**config.mk**
```make
export PLATFORM = sky130hd
export DESIGN_NAME = adcct_top
export DESIGN_NICKNAME = d
export VERILOG_FILES = /design/src/pkg/adcct_pkg.sv /design/src/design/adcct_top.sv
export SDC_FILE = /design/constraint.sdc
export NUM_CORES = 1
export LEC_CHECK = 0
export BUFFER_PORTS_ARGS = -buffer_cell sky130_fd_sc_hd__buf_2
export CAP_MARGIN = 15
export CORE_ASPECT_RATIO = 1.25
export CORE_MARGIN = 4
export CORE_UTILIZATION = 52
export CTS_BUF_LIST = sky130_fd_sc_hd__clkbuf_8
export DETAILED_ROUTE_END_ITERATION = 12
export GPL_TIMING_DRIVEN = 1
export PLACE_DENSITY = 0.86
export REMOVE_ABC_BUFFERS = 1
export SLEW_MARGIN = 20
export SYNTH_ARGS = -nofsm -noshare
export SYNTH_HDL_FRONTEND = slang
export SYNTH_SLANG_ARGS = --single-unit
```
**constraint.sdc**
```tcl
create_clock -name aclk -period 2.45 [get_ports aclk]
set_clock_uncertainty 0.15 [all_clocks]
set_input_delay 0.1225 -clock aclk [delete_from_list [all_inputs] [get_ports aclk]]
set_output_delay 0.1225 -clock aclk [all_outputs]
set_load 0.005 [all_outputs]
```
**src/pkg/adcct_pkg.sv**
```systemverilog
// constants, encodings and state layout of the converter timing block
//
// Overview of operation
// - basic clock is the CPU clock divided by 4, 2, 16 or 8 per bits 15:14.
// - sample time is 8, 16, 32 or 64 basic clock periods per bits 13:12.
// - every conversion lasts exactly sample time plus 40 basic periods plus 2 CPU cycles.
// - conversion covers sample, decide and load; result register changes only at the end.
// - after reset a calibration runs for 3328 basic clock periods.
// - conversions during calibration run normally and stretch calibration by their length.
// - input below ground gives result 000h, above reference gives 3FFh in the low ten bits.
// - the input is held at the end of sample time; later changes have no effect.
package adcct_pkg;

   // register map (byte addresses)
   localparam int          ADDR_W          = 4;
   localparam logic [3:0]  OFS_CONTROL     = 4'h0;
   localparam logic [3:0]  OFS_STATUS      = 4'h4;
   localparam logic [3:0]  OFS_RESULT      = 4'h8;
   localparam logic [15:0] CONTROL_RESET   = 16'h0000;

   // control fields
   localparam int          CTL_BCSEL_HI    = 15;
   localparam int          CTL_BCSEL_LO    = 14;
   localparam int          CTL_STSEL_HI    = 13;
   localparam int          CTL_STSEL_LO    = 12;
   localparam int          CTL_START       = 7;
   localparam int          CTL_CHAN_HI     = 3;
   localparam int          CTL_CHAN_LO     = 0;

   // status fields
   localparam int          STA_BUSY        = 0;
   localparam int          STA_CAL         = 1;

   // result fields
   localparam int          RES_CHAN_LO     = 12;
   localparam logic [9:0]  RES_ZERO        = 10'h000;
   localparam logic [9:0]  RES_FULL        = 10'h3FF;

   // timing counts
   localparam logic [6:0]  DECIDE_PERIODS  = 7'h28;
   localparam logic [1:0]  LOAD_CYCLES     = 2'h2;
   localparam int          CAL_PERIODS_DEF = 3328;
   localparam int          CAL_W           = 16;

   // answers
   localparam logic [1:0]  RESP_OKAY       = 2'h0;
   localparam logic [1:0]  RESP_SLVERR     = 2'h2;

   typedef enum logic [1:0] {PH_IDLE, PH_SAMPLE, PH_DECIDE, PH_LOAD} adcct_phase_type;

   // analog front end as seen by the timing logic
   typedef struct packed {
      logic       below;
      logic       above;
      logic [9:0] code;
   } adcct_sample_type;

   typedef struct packed {
      logic [15:0]       ctrl;
      adcct_phase_type   phase;
      logic [4:0]        presc;
      logic [4:0]        div;
      logic [6:0]        samp;
      logic [6:0]        cnt;
      logic [1:0]        lcnt;
      logic [9:0]        held;
      logic [3:0]        chan;
      logic [15:0]       result;
      logic              eoc;
      logic              busy;
      logic              cal_busy;
      logic [CAL_W-1:0]  cal_cnt;
      logic              aw_have;
      logic [ADDR_W-1:0] awaddr;
      logic              w_have;
      logic [31:0]       wdata;
      logic [3:0]        wstrb;
      logic              awready;
      logic              wready;
      logic              bvalid;
      logic [1:0]        bresp;
      logic              arready;
      logic              rvalid;
      logic [1:0]        rresp;
      logic [31:0]       rdata;
   } adcct_state_type;

   // prescaler divisor for a basic clock select code
   function automatic logic [4:0] div_of(input logic [1:0] sel);
      case (sel)
         2'h0:    div_of = 5'h04;
         2'h1:    div_of = 5'h02;
         2'h2:    div_of = 5'h10;
         default: div_of = 5'h08;
      endcase
   endfunction

   // sample length in basic periods for a sample time select code
   function automatic logic [6:0] samp_of(input logic [1:0] sel);
      case (sel)
         2'h0:    samp_of = 7'h08;
         2'h1:    samp_of = 7'h10;
         2'h2:    samp_of = 7'h20;
         default: samp_of = 7'h40;
      endcase
   endfunction

endpackage

```
**src/design/adcct_top.sv**
```systemverilog
// converter timing and sequencing with an AXI4-Lite register slave
//
// Local design decisions: the placing of the registers and the AXI4-Lite register port.
`timescale 1ns/100ps
module adcct_top import adcct_pkg::*; #(
   parameter int CAL_PERIODS = CAL_PERIODS_DEF
) (
   // clock and reset
   input  wire logic              aclk,
   input  wire logic              aresetn,
   // register bus
   input  wire logic [ADDR_W-1:0] s_axi_awaddr,
   input  wire logic              s_axi_awvalid,
   output logic                   s_axi_awready,
   input  wire logic [31:0]       s_axi_wdata,
   input  wire logic [3:0]        s_axi_wstrb,
   input  wire logic              s_axi_wvalid,
   output logic                   s_axi_wready,
   output logic [1:0]             s_axi_bresp,
   output logic                   s_axi_bvalid,
   input  wire logic              s_axi_bready,
   input  wire logic [ADDR_W-1:0] s_axi_araddr,
   input  wire logic              s_axi_arvalid,
   output logic                   s_axi_arready,
   output logic [31:0]            s_axi_rdata,
   output logic [1:0]             s_axi_rresp,
   output logic                   s_axi_rvalid,
   input  wire logic              s_axi_rready,
   // analog front end
   input  wire adcct_sample_type  sample_in,
   // converter status
   output logic [15:0]            result,
   output logic                   conv_busy,
   output logic                   cal_busy,
   output logic                   conv_done
);

   if (CAL_PERIODS < 1 || CAL_PERIODS >= (1 << CAL_W)) begin : g_bad_cal
      $error("CAL_PERIODS out of range");
   end

   localparam logic [CAL_W-1:0] CAL_LAST = CAL_W'(CAL_PERIODS - 1);

   adcct_state_type s_q;
   adcct_state_type s_d;

   logic        tick;
   logic        wr_fire;
   logic        start;
   logic [15:0] ctrl_new;
   logic [9:0]  sat_code;

   always_comb begin
      s_d      = s_q;
      s_d.eoc  = 1'b0;
      wr_fire  = s_q.aw_have && s_q.w_have && !s_q.bvalid;
      ctrl_new = s_q.ctrl;
      start    = 1'b0;
      tick     = (s_q.presc == s_q.div - 5'h01);

      // inputs outside the reference range clamp to the end codes
      if (sample_in.below) begin
         sat_code = RES_ZERO;
      end else if (sample_in.above) begin
         sat_code = RES_FULL;
      end else begin
         sat_code = sample_in.code;
      end

      // write channels are taken independently, in either order
      if (s_axi_awvalid && s_q.awready) begin
         s_d.aw_have = 1'b1;
         s_d.awaddr  = s_axi_awaddr;
      end
      if (s_axi_wvalid && s_q.wready) begin
         s_d.w_have = 1'b1;
         s_d.wdata  = s_axi_wdata;
         s_d.wstrb  = s_axi_wstrb;
      end
      if (wr_fire) begin
         s_d.aw_have = 1'b0;
         s_d.w_have  = 1'b0;
         s_d.bvalid  = 1'b1;
         s_d.bresp   = RESP_OKAY;
         case (s_q.awaddr)
            OFS_CONTROL: begin
               if (s_q.wstrb[0]) begin
                  ctrl_new[7:0] = s_q.wdata[7:0];
               end
               if (s_q.wstrb[1]) begin
                  ctrl_new[15:8] = s_q.wdata[15:8];
               end
               // start is ignored while a conversion runs
               start = s_q.wstrb[0] && s_q.wdata[CTL_START] && !s_q.busy;
               ctrl_new[CTL_START] = 1'b0;
               s_d.ctrl = ctrl_new;
            end
            OFS_STATUS, OFS_RESULT: begin
            end
            default: begin
               s_d.bresp = RESP_SLVERR;
            end
         endcase
      end else if (s_q.bvalid && s_axi_bready) begin
         s_d.bvalid = 1'b0;
      end
      s_d.awready = !s_d.aw_have && !s_d.bvalid;
      s_d.wready  = !s_d.w_have && !s_d.bvalid;

      // read channel: one read at a time, answer one cycle after address
      if (s_axi_arvalid && s_q.arready) begin
         s_d.rvalid = 1'b1;
         s_d.rresp  = RESP_OKAY;
         s_d.rdata  = 32'h0000_0000;
         case (s_axi_araddr)
            OFS_CONTROL: s_d.rdata[15:0] = s_q.ctrl;
            OFS_STATUS: begin
               s_d.rdata[STA_BUSY] = s_q.busy;
               s_d.rdata[STA_CAL]  = s_q.cal_busy;
            end
            OFS_RESULT:  s_d.rdata[15:0] = s_q.result;
            default:     s_d.rresp = RESP_SLVERR;
         endcase
      end else if (s_q.rvalid && s_axi_rready) begin
         s_d.rvalid = 1'b0;
      end
      s_d.arready = !s_d.rvalid;

      // basic clock prescaler, restarted with each conversion
      s_d.presc = tick ? 5'h00 : s_q.presc + 5'h01;

      case (s_q.phase)
         PH_IDLE: begin
            // divisor follows the control word while idle so calibration keeps pace
            s_d.div = div_of(s_q.ctrl[CTL_BCSEL_HI:CTL_BCSEL_LO]);
            if (s_q.cal_busy && tick) begin
               if (s_q.cal_cnt == CAL_LAST) begin
                  s_d.cal_busy = 1'b0;
               end else begin
                  s_d.cal_cnt = s_q.cal_cnt + 1'b1;
               end
            end
            if (start) begin
               // settings are frozen for the whole conversion
               s_d.div   = div_of(ctrl_new[CTL_BCSEL_HI:CTL_BCSEL_LO]);
               s_d.samp  = samp_of(ctrl_new[CTL_STSEL_HI:CTL_STSEL_LO]);
               s_d.chan  = ctrl_new[CTL_CHAN_HI:CTL_CHAN_LO];
               s_d.presc = 5'h00;
               s_d.cnt   = 7'h00;
               s_d.cal_cnt = s_q.cal_cnt;
               s_d.cal_busy = s_q.cal_busy;
               s_d.busy  = 1'b1;
               s_d.phase = PH_SAMPLE;
            end
         end
         PH_SAMPLE: begin
            if (tick) begin
               if (s_q.cnt == s_q.samp - 7'h01) begin
                  s_d.held  = sat_code;
                  s_d.cnt   = 7'h00;
                  s_d.phase = PH_DECIDE;
               end else begin
                  s_d.cnt = s_q.cnt + 7'h01;
               end
            end
         end
         PH_DECIDE: begin
            if (tick) begin
               if (s_q.cnt == DECIDE_PERIODS - 7'h01) begin
                  s_d.lcnt  = 2'h0;
                  s_d.phase = PH_LOAD;
               end else begin
                  s_d.cnt = s_q.cnt + 7'h01;
               end
            end
         end
         PH_LOAD: begin
            if (s_q.lcnt == LOAD_CYCLES - 2'h1) begin
               // only place the result register is written
               s_d.result = {s_q.chan, 2'h0, s_q.held};
               s_d.eoc    = 1'b1;
               s_d.busy   = 1'b0;
               s_d.phase  = PH_IDLE;
            end else begin
               s_d.lcnt = s_q.lcnt + 2'h1;
            end
         end
         default: begin
            s_d.phase = PH_IDLE;
            s_d.busy  = 1'b0;
         end
      endcase
   end

   always_ff @(posedge aclk) begin
      if (!aresetn) begin
         s_q          <= '0;
         s_q.ctrl     <= CONTROL_RESET;
         s_q.div      <= 5'h04;
         s_q.cal_busy <= 1'b1;
      end else begin
         s_q <= s_d;
      end
   end

   assign s_axi_awready = s_q.awready;
   assign s_axi_wready  = s_q.wready;
   assign s_axi_bvalid  = s_q.bvalid;
   assign s_axi_bresp   = s_q.bresp;
   assign s_axi_arready = s_q.arready;
   assign s_axi_rvalid  = s_q.rvalid;
   assign s_axi_rresp   = s_q.rresp;
   assign s_axi_rdata   = s_q.rdata;
   assign result        = s_q.result;
   assign conv_busy     = s_q.busy;
   assign cal_busy      = s_q.cal_busy;
   assign conv_done     = s_q.eoc;

   // cycles spent busy, checked against the fixed conversion length
   logic [15:0] len_q;
   always_ff @(posedge aclk) begin
      if (!aresetn) begin
         len_q <= 16'h0000;
      end else if (s_q.busy) begin
         len_q <= len_q + 16'h0001;
      end else begin
         len_q <= 16'h0000;
      end
   end

   // last basic period of the sample phase: the input is held at this edge
   logic capture;
   assign capture = s_q.phase == PH_SAMPLE && tick && s_q.cnt == s_q.samp - 7'h01;

   // cycles since the last capture; a counter, since the wait is too long for a delay range
   logic [10:0] since_cap_q;
   always_ff @(posedge aclk) begin
      if (!aresetn) begin
         since_cap_q <= 11'h000;
      end else if (capture) begin
         since_cap_q <= 11'h000;
      end else if (since_cap_q != 11'h7FF) begin
         since_cap_q <= since_cap_q + 11'h001;
      end
   end

   property p_div_sel;
      @(posedge aclk) disable iff (!aresetn)
      $rose(s_q.busy) |-> s_q.div == div_of(s_q.ctrl[CTL_BCSEL_HI:CTL_BCSEL_LO]);
   endproperty
   a_div_sel: assert property (p_div_sel) else $error("divisor does not match select");

   property p_samp_sel;
      @(posedge aclk) disable iff (!aresetn)
      $rose(s_q.busy) |-> s_q.samp == samp_of(s_q.ctrl[CTL_STSEL_HI:CTL_STSEL_LO]);
   endproperty
   a_samp_sel: assert property (p_samp_sel) else $error("sample length does not match select");

   property p_conv_len;
      @(posedge aclk) disable iff (!aresetn)
      $fell(s_q.busy) |-> $past(len_q) + 16'h0001 ==
         16'(s_q.div) * (16'(s_q.samp) + 16'(DECIDE_PERIODS)) + 16'(LOAD_CYCLES);
   endproperty
   a_conv_len: assert property (p_conv_len) else $error("conversion length wrong");

   property p_result_at_end;
      @(posedge aclk) disable iff (!aresetn)
      $changed(s_q.result) |-> s_q.eoc && $past(s_q.phase) == PH_LOAD;
   endproperty
   a_result_at_end: assert property (p_result_at_end) else $error("result changed mid conversion");

   property p_cal_end;
      @(posedge aclk) disable iff (!aresetn)
      $fell(s_q.cal_busy) |-> $past(s_q.cal_cnt) == CAL_LAST && !s_q.busy;
   endproperty
   a_cal_end: assert property (p_cal_end) else $error("calibration ended early");

   property p_cal_pause;
      @(posedge aclk) disable iff (!aresetn)
      s_q.busy && s_q.cal_busy |=> $stable(s_q.cal_cnt) && s_q.cal_busy;
   endproperty
   a_cal_pause: assert property (p_cal_pause) else $error("calibration advanced during conversion");

   property p_saturate;
      @(posedge aclk) disable iff (!aresetn)
      capture && sample_in.above && !sample_in.below |=> s_q.held == RES_FULL;
   endproperty
   a_saturate: assert property (p_saturate) else $error("over range not saturated");

   property p_load_held;
      @(posedge aclk) disable iff (!aresetn)
      s_q.eoc |-> s_q.result[9:0] == s_q.held &&
         since_cap_q == 11'(DECIDE_PERIODS) * 11'(s_q.div) + 11'(LOAD_CYCLES);
   endproperty
   a_load_held: assert property (p_load_held) else $error("result not the held sample at the fixed time");

   property p_hold;
      @(posedge aclk) disable iff (!aresetn)
      s_q.phase == PH_DECIDE |=> $stable(s_q.held);
   endproperty
   a_hold: assert property (p_hold) else $error("held sample changed after sampling");

   property p_tick_period;
      @(posedge aclk) disable iff (!aresetn)
      s_q.busy && tick && s_q.div == 5'h04 |=> !tick [*3] ##1 tick;
   endproperty
   a_tick_period: assert property (p_tick_period) else $error("prescaler period wrong");

   c_conv: cover property (@(posedge aclk) disable iff (!aresetn) s_q.eoc);
   c_conv_in_cal: cover property (@(posedge aclk) disable iff (!aresetn) s_q.eoc && s_q.cal_busy);
   c_cal_done: cover property (@(posedge aclk) disable iff (!aresetn) $fell(s_q.cal_busy));
   c_full: cover property (@(posedge aclk) disable iff (!aresetn) s_q.eoc && s_q.result[9:0] == RES_FULL);

endmodule // adcct_top

```
==> flow_metrics.py <==
metrics = {
    "run_status": {
        "status": "finished clean",
    },
    "floorplan": {
        "dieWidth_um": 106,
        "core-area_mm2": 0.0117,
        "initial_core_util_pct": 53.5,
        "num_rows": 44,
        "die_h_um": 131,
        "ios": 123,
        "die_area_mm2": 0.0139,
    },
    "sta": {
        "fin_hold_ws_ns": 0.0131,
        "fin_crit_ns": 2.42,
        "period_share_pct": 98.9,
        "tightest_slew_ns": 0.759,
        "finalHoldViolCount": 0,
        "max_freq_mhz": 413,
        "setup_viol": 0,
        "max_slew_margin_pct": 49.4,
        "drv_slew": 0,
    },
    "logic_synthesis": {
        "yosysMostFrequentCell": "dfxtp_1",
        "yosysSeqAreaShare_pct": 42.5,
        "yosys.area.top_type": "dfxtp_1",
        "synthTopCellsByArea": "dfxtp_1 (42%), a21boi_0 (8.4%), nand2_1 (7.8%)",
        "yosys_warnings": 0,
        "synth-async-reset-ratio_pct": 0,
        "ys.flop_type": "dfxtp_1",
        "synth_fa_ha_area_share_pct": 2.00,
        "synth_top_family_by_area": "simple AND/OR/NAND/NOR gates",
        "yosys_register_bits": 133,
        "synth_xor_area_share_pct": 4.55,
        "syn-cell-area_mm2": 0.00627,
        "ys_types": 55,
        "synth_edf_count": 0,
        "synthTopCellsByCount": "dfxtp_1 (133), nand2_1 (131), a21boi_0 (70)",
        "synthMuxAreaShare_pct": 1.28,
        "netlist_instances": 734,
        "synth_compound_area_share_pct": 15.3,
        "synth-simple-area-share_pct": 24.9,
        "synth_area_per_cell_um2": 8.54,
        "yosysTopAreaCellShare_pct": 42.5,
    },
    "final_layout": {
        "final_cells": 1022,
        "fin_util_pct": 65.1,
        "drive_gt1_share_pct": 19.2,
        "stdcell_area_mm2": 0.00764,
        "fin_nets": 920,
        "syn_to_final_growth_pct": 21.9,
    },
    "clock_tree": {
        "htree_levels": 4,
        "root_buffer": "clkbuf_8",
        "numCtsBuffers": 17,
        "clk_latency_ns": 0.45,
        "cts_buffer_depth": 2,
        "clock_sinks": 133,
        "clkTransAtPathRegs_ns": 0.08,
        "cts_tree": "yes",
    },
    "global_routing": {
        "grtUsageTotal_pct": 22.8,
        "grt_pass1_wl_mm": 25.6,
        "grt_pass1_vias": 5595,
        "grt_max_degree": 85,
        "antenna_found_initial": 1,
        "grt_overflow": 0,
    },
    "detailed_routing": {
        "drt-total-wl_mm": 16.0,
        "drc_errors": 0,
        "antenna_left": 0,
        "first_iter_violations": 304,
        "vias": 5679,
        "avgViaCountPerCell": 5.56,
        "wl_per_cell_um": 15.6,
        "drtPass1Iterations": 6,
    },
    "worst_setup_path": {
        "rr_startpoint": "s_q[150]",
        "cp.required_ns": 2.67,
        "critPathMaxFanout": 10,
        "critPathMaxStageDelay_ns": 0.40,
        "ff2ff_setup_slack_ns": 0.03,
        "cp_cell_sequence": "inv_1 -> ha_1 -> xor2_2 -> nand4_1 -> nor2_2 -> nand3_2 -> buf_6 -> or3_1 -> a21boi_2",
        "cp.arrival_ns": 2.64,
        "reg2reg_to": "s_q[122]",
        "start_kind": "flop",
        "crit_type": "reg2reg",
        "critPathSlowestCell": "or3_1",
        "endpoint_kind": "flop",
        "reg2reg_depth": 9,
        "path_delay_family": "simple AND/OR/NAND/NOR gates",
        "critPathBufInv": 2,
    },
    "job": {
        "maxCapViolCount": 0,
    },
    "place": {
        "post-dp-hpwl_mm": 9.41,
        "placed_area_mm2": 0.00662,
        "placed_cells": 932,
        "port_buffers": 84,
        "place_congestion": 0.905,
    },
    "power_and_ir_drop": {
        "p_leak_nw": 3.11,
        "ir_drop_mv": 0.491,
        "powerDensity_mw_per_mm2": 563,
    },
    "min_path": {
        "hold_class": "in2reg",
        "hold_depth": 4,
        "min-delay-start": "sample_in[10]",
        "hold_end": "s_q[128]",
    },
}
-- logic make-up (layout without fill, tap and decap cells) --
family	Yosys count	after routing
and+or+nand+nor	320	320
DFF	133	133
AOI/OAI and AO/OA	128	128
buffers and inverters	103	210
xor gates and xnor gates	31	31
adders and majority gates	10	10
muxes	8	8
other	1	21
-- layer usage --
| layer | vias to the layer above | wire length (um) | track usage [%] |
|---|---|---|---|
| li1 | 2675 | - | - |
| met1 | 2686 | 6000 | 24.5 |
| met2 | 248 | 8220 | 41.8 |
| met3 | 70 | 1030 | 4.47 |
| met4 | 0 | 700 | 13.3 |
| met5 | - | 0 | 0 |
-- worst max-delay path by stage --
stage,startpoint,to,cells after the start
after floorplan,s_q[158],s_q[95],8
final,s_q[150],s_q[122],9
after global routing,s_q[149],s_q[123],9
after detailed placement,s_q[78],s_q[140],6
after CTS,s_q[150],s_q[96],9
after global placement,s_q[78],s_q[140],6
-- layout by cell type, fill, tap and decap left out, drive strengths merged, types with 4 or more instances in the layout --
| cell type | n |
|---|---|
| nor2b | 7 |
| nand4 | 5 |
| inv | 21 |
| a221oi | 12 |
| nor3 | 15 |
| nor4 | 6 |
| conb | 20 |
| o22a | 4 |
| xnor2 | 9 |
| nand2 | 131 |
| buf | 110 |
| or3 | 17 |
| a21oi | 7 |
| dlygate4sd3 | 54 |
| dfxtp | 133 |
| clkbuf | 20 |
| and2 | 19 |
| xor2 | 21 |
| mux2i | 8 |
| and3 | 10 |
| nand3 | 32 |
| o21ai | 16 |
| a21boi | 71 |
| nor3b | 14 |
| nand3b | 5 |
| nor2 | 43 |
| nand2b | 5 |
| ha | 10 |
-- power breakdown --
part / internal, mW / switching [mW] / leakage (nW) / total (mW)
sequential: 2.21 / 0.0393 / 1.08 / 2.25
clock: 0.795 / 0.899 / 0.185 / 1.69
combinational: 0.178 / 0.179 / 1.84 / 0.357
-- registers in the layout, summed over array words and instances, names as in the netlist --
| signal | cells |
|---|---|
| s_axi_bvalid | 1 |
| s_axi_awready | 1 |
| s_axi_arready | 1 |
| s_axi_rdata | 16 |
| s_axi_rresp | 1 |
| conv_done | 1 |
| conv_busy | 1 |
| s_q | 93 |
| cal_busy | 1 |
| result | 14 |
| s_axi_bresp | 1 |
| s_axi_wready | 1 |
| s_axi_rvalid | 1 |
-- worst register-to-register path: stages, from the launching register on --
cell and delay, ns:
dfxtp_2 0.35, inv_1 0.04, ha_1 0.30, xor2_2 0.16, nand4_1 0.22, nor2_2 0.23, nand3_2 0.15, buf_6 0.18
or3_1 0.40, a21boi_2 0.17
-- cell type report --
class	count	area, um2
fill	883	4090
multi-input combinational	517	3180
sequential	133	2670
timing repair buffer	164	1170
clock buffer	20	275
tap	161	201
clock inverter	12	92.6
inverter	14	52.6
antenna	1	2.50
-- metrics by stage --
| step | power, mW | TNS [ns] | setup slack (ns) |
|---|---|---|---|
| final | 4.30 | 0 | 0.0282 |
| after global routing | 4.45 | -0.505 | -0.0776 |
| after CTS | 4.29 | 0 | 0.0520 |
| after detailed placement | 2.56 | 0 | 0.0123 |
| after global placement | 2.55 | 0 | 0.0637 |
| after floorplan | 2.42 | 0 | 0.0563 |
-- timing repair --
action	in CTS	in global routing
buffers inserted	0	2
endpoints found under the setup margin	1	21
cloned	0	1
pin swaps	0	6
resized for setup	1	20
hold buffers	54	0
endpoints found under the hold margin	47	0
(Power assumes the default switching activity.)
